$ cat src/core/fdcrm_regs.vh
// Constants of the floppy controller host register and mode block.
// Assumes inclusion by the single core design file.
`ifndef FDCRM_REGS_VH
`define FDCRM_REGS_VH

// Operations register fields
`define FDCRM_OP_DRIVE_CHOICE_BIT 0
`define FDCRM_OP_SPARE1 1
`define FDCRM_OP_SOFT_RESET_N 2
`define FDCRM_OP_DMA_IRQ_QUALIFY 3
`define FDCRM_OP_MOTOR_ONE_ENABLE 4
`define FDCRM_OP_MOTOR_TWO_ENABLE 5
`define FDCRM_OP_MODE_CHOICE_BIT 7
`define FDCRM_OP_RESET 8'h00

// Status two fields
`define FDCRM_S2_MD 0
`define FDCRM_S2_BC 1
`define FDCRM_S2_SN 2
`define FDCRM_S2_SH 3
`define FDCRM_S2_WC 4
`define FDCRM_S2_DD 5
`define FDCRM_S2_CM 6

// Modes
`define FDCRM_MODE_RESET 2'h0
`define FDCRM_MODE_BASE 2'h1
`define FDCRM_MODE_SPECIAL 2'h2
`define FDCRM_MODE_COMPAT 2'h3

// All ones cylinder value
`define FDCRM_CYL_ALL_ONES 8'hff

`endif

$ cat src/core/fdcrm_core.v
// Host register decode, status two and three, operations register, modes.
// Assumes host strobes and drive inputs are asynchronous and are
// synchronised here; sequencer events come from logic on mclk.
`timescale 1ns/10ps
`include "fdcrm_regs.vh"

// ==========================================================
// Two flip-flop synchroniser
module fdcrm_sync (
   input wire mclk,
   input wire sys_rst,
   input wire d,
   output reg q
);
   reg meta_q;
   // First stage read only by the second
   always @(posedge mclk) begin
      if (sys_rst) begin
         meta_q <= 1'b0;
         q <= 1'b0;
      end else begin
         meta_q <= d;
         q <= meta_q;
      end
   end
endmodule // fdcrm_sync

// ==========================================================
// Top level
module fdcrm_core (
   input wire mclk,
   input wire sys_rst,
   input wire cs_n,
   input wire a0,
   input wire rd_n,
   input wire wr_n,
   input wire op_register_load_strobe_n,
   input wire ctrl_register_load_strobe_n,
   input wire [7:0] db_in,
   output reg [7:0] db_out,
   output wire db_oe,
   input wire [7:0] main_status,
   input wire [7:0] data_to_host,
   output reg [7:0] data_from_host,
   output reg data_from_host_stb,
   output reg data_to_host_stb,
   input wire [1:0] stat_sel,
   input wire ev_deleted_mark,
   input wire ev_data_crc_bad,
   input wire ev_id_compare,
   input wire [7:0] medium_cylinder,
   input wire [7:0] id_compare_register,
   input wire ev_scan_equal,
   input wire ev_scan_unmet,
   input wire ev_data_mark_missing,
   input wire status_clear,
   input wire write_protect_in,
   input wire track_zero_in,
   input wire head_side_state,
   input wire unit_bit_one,
   input wire unit_bit_zero,
   input wire fdc_drq,
   input wire fdc_irq,
   input wire dack_n,
   output wire dma_req,
   output wire dma_req_oe,
   output wire irq_req,
   output wire irq_req_oe,
   output wire dack_q_n,
   output reg drive_one_select_n,
   output reg drive_two_select_n,
   output reg drive_three_select_n,
   output reg drive_four_select_n,
   output reg motor_one_on_n,
   output reg motor_two_on_n,
   output wire ctrl_soft_reset,
   output wire ctrl_timers_keep
);
   wire cs_s_n;
   wire a0_s;
   wire rd_s_n;
   wire wr_s_n;
   wire op_register_load_strobe_s_n;
   wire ctrl_register_load_strobe_s_n;
   wire wp_s;
   wire tz_s;
   wire dack_s_n;
   reg [7:0] db_s1_q;
   reg [7:0] db_s2_q;
   reg rd_prev_q;
   reg wr_prev_q;
   reg ctrl_register_load_strobe_prev_q;
   reg [7:0] op_q;
   reg [1:0] mode_q;
   reg [6:0] st2_q;
   reg [7:0] st2_d;
   reg drive_oe_q;
   reg rd_active;
   wire rd_any;
   wire wr_any;
   wire rd_fall;
   wire wr_fall;
   wire ctrl_register_load_strobe_rd;
   wire host_access;
   wire ld_op;
   wire cyl_mismatch;
   wire op_used;
   wire soft_rst_active;
   wire [7:0] st3;

   // Synchronise asynchronous pins
   fdcrm_sync u_cs (.mclk(mclk), .sys_rst(sys_rst), .d(~cs_n), .q(cs_s_n));
   fdcrm_sync u_a0 (.mclk(mclk), .sys_rst(sys_rst), .d(a0), .q(a0_s));
   fdcrm_sync u_rd (.mclk(mclk), .sys_rst(sys_rst), .d(~rd_n), .q(rd_s_n));
   fdcrm_sync u_wr (.mclk(mclk), .sys_rst(sys_rst), .d(~wr_n), .q(wr_s_n));
   fdcrm_sync u_lo (.mclk(mclk), .sys_rst(sys_rst),
      .d(~op_register_load_strobe_n), .q(op_register_load_strobe_s_n));
   fdcrm_sync u_lc (.mclk(mclk), .sys_rst(sys_rst),
      .d(~ctrl_register_load_strobe_n), .q(ctrl_register_load_strobe_s_n));
   fdcrm_sync u_wp (.mclk(mclk), .sys_rst(sys_rst), .d(write_protect_in),
      .q(wp_s));
   fdcrm_sync u_tz (.mclk(mclk), .sys_rst(sys_rst), .d(track_zero_in),
      .q(tz_s));
   fdcrm_sync u_dk (.mclk(mclk), .sys_rst(sys_rst), .d(~dack_n),
      .q(dack_s_n));

   // Data bus synchroniser
   always @(posedge mclk) begin
      if (sys_rst) begin
         db_s1_q <= 8'h00;
         db_s2_q <= 8'h00;
      end else begin
         db_s1_q <= db_in;
         db_s2_q <= db_s1_q;
      end
   end

   // Synchronised outputs are active-high copies of the active-low pins
   wire cs_act = cs_s_n;
   wire rd_act = rd_s_n;
   wire wr_act = wr_s_n;
   wire op_register_load_strobe_act = op_register_load_strobe_s_n;
   wire ctrl_register_load_strobe_act = ctrl_register_load_strobe_s_n;

   // Legal chip accesses only; both strobes together is refused
   assign rd_any = cs_act & rd_act & ~wr_act;
   assign wr_any = cs_act & wr_act & ~rd_act & a0_s;
   assign ctrl_register_load_strobe_rd = ctrl_register_load_strobe_act & rd_act & ~wr_act & ~cs_act;
   assign ld_op = op_register_load_strobe_act & wr_act & ~rd_act & ~cs_act;

   // Edge detect on strobes
   always @(posedge mclk) begin
      if (sys_rst) begin
         rd_prev_q <= 1'b0;
         wr_prev_q <= 1'b0;
         ctrl_register_load_strobe_prev_q <= 1'b0;
      end else begin
         rd_prev_q <= rd_any;
         wr_prev_q <= wr_any | ld_op;
         ctrl_register_load_strobe_prev_q <= ctrl_register_load_strobe_rd;
      end
   end
   assign rd_fall = rd_any & ~rd_prev_q;
   assign wr_fall = (wr_any | ld_op) & ~wr_prev_q;
   assign host_access = rd_fall | (wr_any & ~wr_prev_q);

   // Operations register is only honoured in special and compatible modes
   assign op_used = (mode_q == `FDCRM_MODE_SPECIAL) |
                    (mode_q == `FDCRM_MODE_COMPAT);

   // Operations register load
   always @(posedge mclk) begin
      if (sys_rst) begin
         op_q <= `FDCRM_OP_RESET;
      end else if (ld_op & wr_fall) begin
         op_q <= db_s2_q;
      end
   end

   // Mode sequencing
   always @(posedge mclk) begin
      if (sys_rst) begin
         mode_q <= `FDCRM_MODE_RESET;
      end else begin
         case (mode_q)
            `FDCRM_MODE_RESET: begin
               if (ld_op & wr_fall)
                  mode_q <= `FDCRM_MODE_COMPAT;
               else if (host_access)
                  mode_q <= `FDCRM_MODE_BASE;
            end
            `FDCRM_MODE_BASE: begin
               if (ld_op & wr_fall)
                  mode_q <= `FDCRM_MODE_COMPAT;
            end
            `FDCRM_MODE_SPECIAL,
            `FDCRM_MODE_COMPAT: begin
               // Pattern with motors off and soft reset low, then control read
               if (ctrl_register_load_strobe_rd & ~ctrl_register_load_strobe_prev_q & ~op_q[`FDCRM_OP_SOFT_RESET_N] &
                   ~op_q[`FDCRM_OP_MOTOR_ONE_ENABLE] & ~op_q[`FDCRM_OP_MOTOR_TWO_ENABLE])
                  mode_q <= op_q[`FDCRM_OP_MODE_CHOICE_BIT] ?
                            `FDCRM_MODE_SPECIAL : `FDCRM_MODE_COMPAT;
            end
            default: mode_q <= `FDCRM_MODE_RESET;
         endcase
      end
   end

   // Soft reset: held after hardware reset, off in base mode, else from bit two
   assign soft_rst_active = (mode_q == `FDCRM_MODE_RESET) |
                            (op_used & ~op_q[`FDCRM_OP_SOFT_RESET_N]);
   assign ctrl_soft_reset = soft_rst_active;
   // Timers survive soft reset; only hardware reset clears them
   assign ctrl_timers_keep = ~sys_rst;

   // Request outputs: tristated until first access, qualified by DMA enable in special and compatible modes
   always @(posedge mclk) begin
      if (sys_rst)
         drive_oe_q <= 1'b0;
      else
         drive_oe_q <= (mode_q != `FDCRM_MODE_RESET);
   end
   assign dma_req = fdc_drq & (~op_used | op_q[`FDCRM_OP_DMA_IRQ_QUALIFY]);
   assign irq_req = fdc_irq & (~op_used | op_q[`FDCRM_OP_DMA_IRQ_QUALIFY]);
   assign dack_q_n = ~(dack_s_n & (~op_used | op_q[`FDCRM_OP_DMA_IRQ_QUALIFY]));
   assign dma_req_oe = drive_oe_q;
   assign irq_req_oe = drive_oe_q;

   // Cylinder comparison for the ID check
   assign cyl_mismatch = ev_id_compare &
                         (medium_cylinder != id_compare_register);

   // Status two flags, set wins over clear
   always @* begin
      st2_d = {1'b0, status_clear ? 7'h00 : st2_q};
      if (ev_deleted_mark)
         st2_d[`FDCRM_S2_CM] = 1'b1;
      if (ev_data_crc_bad)
         st2_d[`FDCRM_S2_DD] = 1'b1;
      if (cyl_mismatch)
         st2_d[`FDCRM_S2_WC] = 1'b1;
      if (ev_scan_equal)
         st2_d[`FDCRM_S2_SH] = 1'b1;
      if (ev_scan_unmet)
         st2_d[`FDCRM_S2_SN] = 1'b1;
      if (cyl_mismatch & (medium_cylinder == `FDCRM_CYL_ALL_ONES))
         st2_d[`FDCRM_S2_BC] = 1'b1;
      if (ev_data_mark_missing)
         st2_d[`FDCRM_S2_MD] = 1'b1;
   end
   always @(posedge mclk) begin
      if (sys_rst | soft_rst_active)
         st2_q <= 7'h00;
      else
         st2_q <= st2_d[6:0];
   end

   // Status three from live drive state
   assign st3 = {1'b0, wp_s, 1'b1, tz_s, wp_s, head_side_state,
                 unit_bit_one, unit_bit_zero};

   // Read data mux, registered
   always @(posedge mclk) begin
      if (sys_rst) begin
         db_out <= 8'h00;
         rd_active <= 1'b0;
      end else begin
         rd_active <= rd_any;
         if (rd_any & ~a0_s)
            db_out <= main_status;
         else if (rd_any & (stat_sel == 2'h2))
            db_out <= {1'b0, st2_q};
         else if (rd_any & (stat_sel == 2'h3))
            db_out <= st3;
         else if (rd_any)
            db_out <= data_to_host;
      end
   end
   assign db_oe = rd_active & rd_any;

   // Data port write and read strobes to the sequencer
   always @(posedge mclk) begin
      if (sys_rst) begin
         data_from_host <= 8'h00;
         data_from_host_stb <= 1'b0;
         data_to_host_stb <= 1'b0;
      end else begin
         data_from_host_stb <= wr_any & ~wr_prev_q;
         data_to_host_stb <= rd_fall & a0_s;
         if (wr_any & ~wr_prev_q)
            data_from_host <= db_s2_q;
      end
   end

   // Drive select and motor outputs
   always @(posedge mclk) begin
      if (sys_rst) begin
         drive_one_select_n <= 1'b1;
         drive_two_select_n <= 1'b1;
         drive_three_select_n <= 1'b1;
         drive_four_select_n <= 1'b1;
         motor_one_on_n <= 1'b1;
         motor_two_on_n <= 1'b1;
      end else if (mode_q == `FDCRM_MODE_COMPAT) begin
         // Bit one must be zero for either select
         drive_one_select_n <= ~(~op_q[`FDCRM_OP_DRIVE_CHOICE_BIT] &
            op_q[`FDCRM_OP_MOTOR_ONE_ENABLE] & ~op_q[`FDCRM_OP_SPARE1]);
         drive_two_select_n <= ~(op_q[`FDCRM_OP_DRIVE_CHOICE_BIT] &
            op_q[`FDCRM_OP_MOTOR_TWO_ENABLE] & ~op_q[`FDCRM_OP_SPARE1]);
         drive_three_select_n <= 1'b1;
         drive_four_select_n <= 1'b1;
         motor_one_on_n <= ~op_q[`FDCRM_OP_MOTOR_ONE_ENABLE];
         motor_two_on_n <= ~op_q[`FDCRM_OP_MOTOR_TWO_ENABLE];
      end else begin
         // One-of-four decode of the unit select bits
         drive_one_select_n <= ~(~unit_bit_one & ~unit_bit_zero);
         drive_two_select_n <= ~(~unit_bit_one & unit_bit_zero);
         drive_three_select_n <= ~(unit_bit_one & ~unit_bit_zero);
         drive_four_select_n <= ~(unit_bit_one & unit_bit_zero);
         motor_one_on_n <= 1'b1;
         motor_two_on_n <= 1'b1;
      end
   end
endmodule // fdcrm_core

$ cat config.mk
export PLATFORM = sky130hd
export DESIGN_NAME = fdcrm_core
export DESIGN_NICKNAME = d
export VERILOG_FILES = /design/src/core/fdcrm_core.v
export VERILOG_INCLUDE_DIRS = /design/src /design/src/core
export SDC_FILE = /design/constraint.sdc
export NUM_CORES = 1
export LEC_CHECK = 0
export ABC_AREA = 1
export BUFFER_PORTS_ARGS = -buffer_cell sky130_fd_sc_hd__buf_4
export CAP_MARGIN = 10
export CORE_UTILIZATION = 40
export DETAILED_ROUTE_END_ITERATION = 16
export PLACE_DENSITY = 0.66
export SYNTH_ARGS = -nofsm -noshare
export SYNTH_HDL_FRONTEND = slang
export SYNTH_SLANG_ARGS = --single-unit
$ cat constraint.sdc
create_clock -name mclk -period 1.8 [get_ports mclk]
set_input_delay 0.18 -clock mclk [delete_from_list [all_inputs] [get_ports mclk]]
set_output_delay 0.18 -clock mclk [all_outputs]
set_load 0.005 [all_outputs]
==> results.txt <==
vias per cell: 4.40
HPWL Detailed: 4740 um
Cell Pwr Density: 888 mW/mm^2
layout cells sized above 1: 25.4%
effective utilization at floorplan: 42.0%
first-pass GRT wire length: 10300 um
mux contribution to synthesized area: 0%
postcts setup bufs: 0
Clock Path Buffers: 2
DR pass1 iterations: 4
most numerous cell in the Yosys netlist: dfxtp_1
Compound-Gate Fraction of Synth Area: 13.5%
worst r2r src: u_wr.q
LEAKAGE: 1.85 nW
Mapped Area: 0.00290 sq mm
Synth Area in Adders: 0%
pin count of the biggest net entering global routing: 26
Post-synth EDFFs: 0
GRT overflow: 0
CP Data Required Time: 1.62 ns
Tcrit/Tclk final: 89.5%
FP Rows: 30
Clock Latency Late Sink: 0.35 ns
DRT iter0 DRCs: 124
Max-Cap Viols: 0
syn nets: 437
ANT cells: 0
fillers: 689
final hold vios: 0
register area share after synthesis: 53.8%
Syn Inst Count: 372
vias: 2534
simple-gate portion of the synthesized area: 20.4%
Inst Count DP: 554
area grow syn2layout: 37.2%
Std-Cell Core Area: 0.00691 sq mm
DRC: 0
vias in the first global route: 2299
cts bufs inserted: 9
IO Pins: 97
Synth area leaders: dfxtp_1 (54%), inv_1 (8.7%), nor2_1 (7.0%), a21oi_1 (6.9%), nand2_1 (6.1%)
Nets: 540
ys flop type: dfxtp_1
Design Area, Final: 0.00399 sq mm
Worst VDD drop: 0.669 mV
Synth Area in XOR/XNOR: 1.51%
Root Buffer: clkbuf_8
Crit. End Element: output pin
Max Clk Rate: 0.621 GHz
largest family of logic cells by synthesized area: simple AND/OR/NAND/NOR gates
final worst setup slack: 0.189 ns
DR WL/cell: 11.0 um
setup TNS: 0 ns
DRT Wirelength: 6340 um
Worst Max-Slew Pin Slew: 0.566 ns
Clock Skews: 0.00877 ns
r2r worst-path depth: 5
antenna-violating nets left: 0
Hold Crit Depth: 3
HP Start: db_in[5]
worst hold endpoint: db_s1_q[5]
global placer's final weighted congestion: 0.893
pre-CTS setup slack: 0.242 ns
min Tclk post-route: 1.61 ns
crit-path max FO: 13
crit path kind: flop to output pin
Yosys warning count: 0
GRT Overall Usage: 18.1%
height of the die: 87.2 um
R2R Path End: data_from_host[4]
unrepaired setup endpoints after global routing: no
IO buf count: 96
Post-Layout Cell Count: 576
clk slew on worst S/H paths: 0.08 ns
Clock Sink Count: 78
Yosys top cell by area: dfxtp_1
CTS tree: yes
crit path launch type: flop
reg2reg setup slack: 0.23 ns
Seq cells post-synth: 78
share of the synthesized area in the top cell type: 53.8%
Commonest cells post-synth: dfxtp_1 (78), inv_1 (67), nor2_1 (54)
Worst EP arrival: 1.43 ns
Avg Cell Area, Syn: 7.81 sq um
Slew Limit Fails: 0
H-Tree Depth: 3
dpl cell area: 0.00370 sq mm
Die X: 87.2 um
Slew HR: 62.2%
die area: 0.00760 sq mm
worst hold path class: primary input to flop
initial antenna violation count: 0
Final setup viols: 0
status: complete, no violations
ys async rst share: 0%
synth unique cells: 29
-- power breakdown --
group,internal [mW],switching (mW)
registers,1.78,0.0262
logic,0.172,0.135
clock network,0.791,0.637
-- state kept, by name (all words and copies together) (netlist names), 2 cells and up --
name and flops:
data_from_host 8, db_s2_q 8, mode_q 2, st2_q 7, db_s1_q 8, db_out 8
op_q 7
-- how the worst max path moves through the flow --
stage	from	endpoint	slack (ns)	depth (start not counted)
after floorplan	u_wr.q	data_from_host[7]	0.55	6
after global placement	u_wr.q	data_from_host[1]	0.30	5
after detailed placement	u_wr.q	data_from_host[1]	0.24	5
after CTS	u_cs.q	db_oe	0.004	3
after global routing	u_wr.q	data_from_host[3]	0.04	5
final	u_cs.q	db_oe	0.19	3
-- cell families (layout without fill, tap and decap cells) --
logic type                count (synthesis)  count (layout)
buffers and inverters                    80             188
DFF                                      78              78
xor gates and xnor gates                  5               5
AOI/OAI and AO/OA                        73              73
and+or+nand+nor                         136             136
-- layer usage --
layer	GRT usage [%]	wire, um	vias up
li1	-	-	1366
met5	0	0	-
met1	23.0	2970	1073
met4	9.99	163	0
met2	27.9	2850	83
met3	4.93	351	12
-- final cells by class --
cell class | count | area [sq um] | area share (%)
Sequential cell | 78 | 1560 | 39.2
Inverter | 68 | 255 | 6.41
Timing Repair Buffer | 104 | 796 | 20.0
Clock buffer | 10 | 128 | 3.20
Multi-Input combinational cell | 214 | 1030 | 25.9
Tap cell | 96 | 120 | 3.01
Clock inverter | 6 | 92.6 | 2.32
-- metrics by stage --
step / utilization [%] / hold slack [ns] / total power [mW]
detailed placement: 53.6 / 0.336 / 2.14
global placement: 53.6 / 0.338 / 2.14
finish: 57.7 / 0.0258 / 3.54
global route: 57.7 / 0.0114 / 3.70
CTS: 57.6 / 0.00900 / 3.58
floorplan: - / 0.247 / 1.97
-- critical path, stage by stage, from the launching register on --
cell and delay (ns):
dfxtp_1 0.47, nand3_2 0.27, nor2_1 0.21, buf_4 0.14
-- placed cells by master, fill, tap and decap left out, drive strengths merged --
cell	count
clkinvlp	2
nand3b	1
dlygate4sd3	6
or2	2
dfxtp	78
inv	69
nor4	2
a21boi	2
bufinv	2
clkbuf	10
o21bai	1
nand2	50
nor2	56
a31oi	1
o21ai	24
nor3	5
clkinv	1
nand3	15
xnor2	5
buf	98
o211ai	5
a21oi	40
nand4	5
-- what timing repair did --
item | 4_1_cts | 5_1_grt
hold buffers | 6 | 0
gates resized for setup | 0 | 1
endpoints found under the setup margin | 0 | 1
endpoints found under the hold margin | 6 | 0
(Power assumes the default switching activity.)
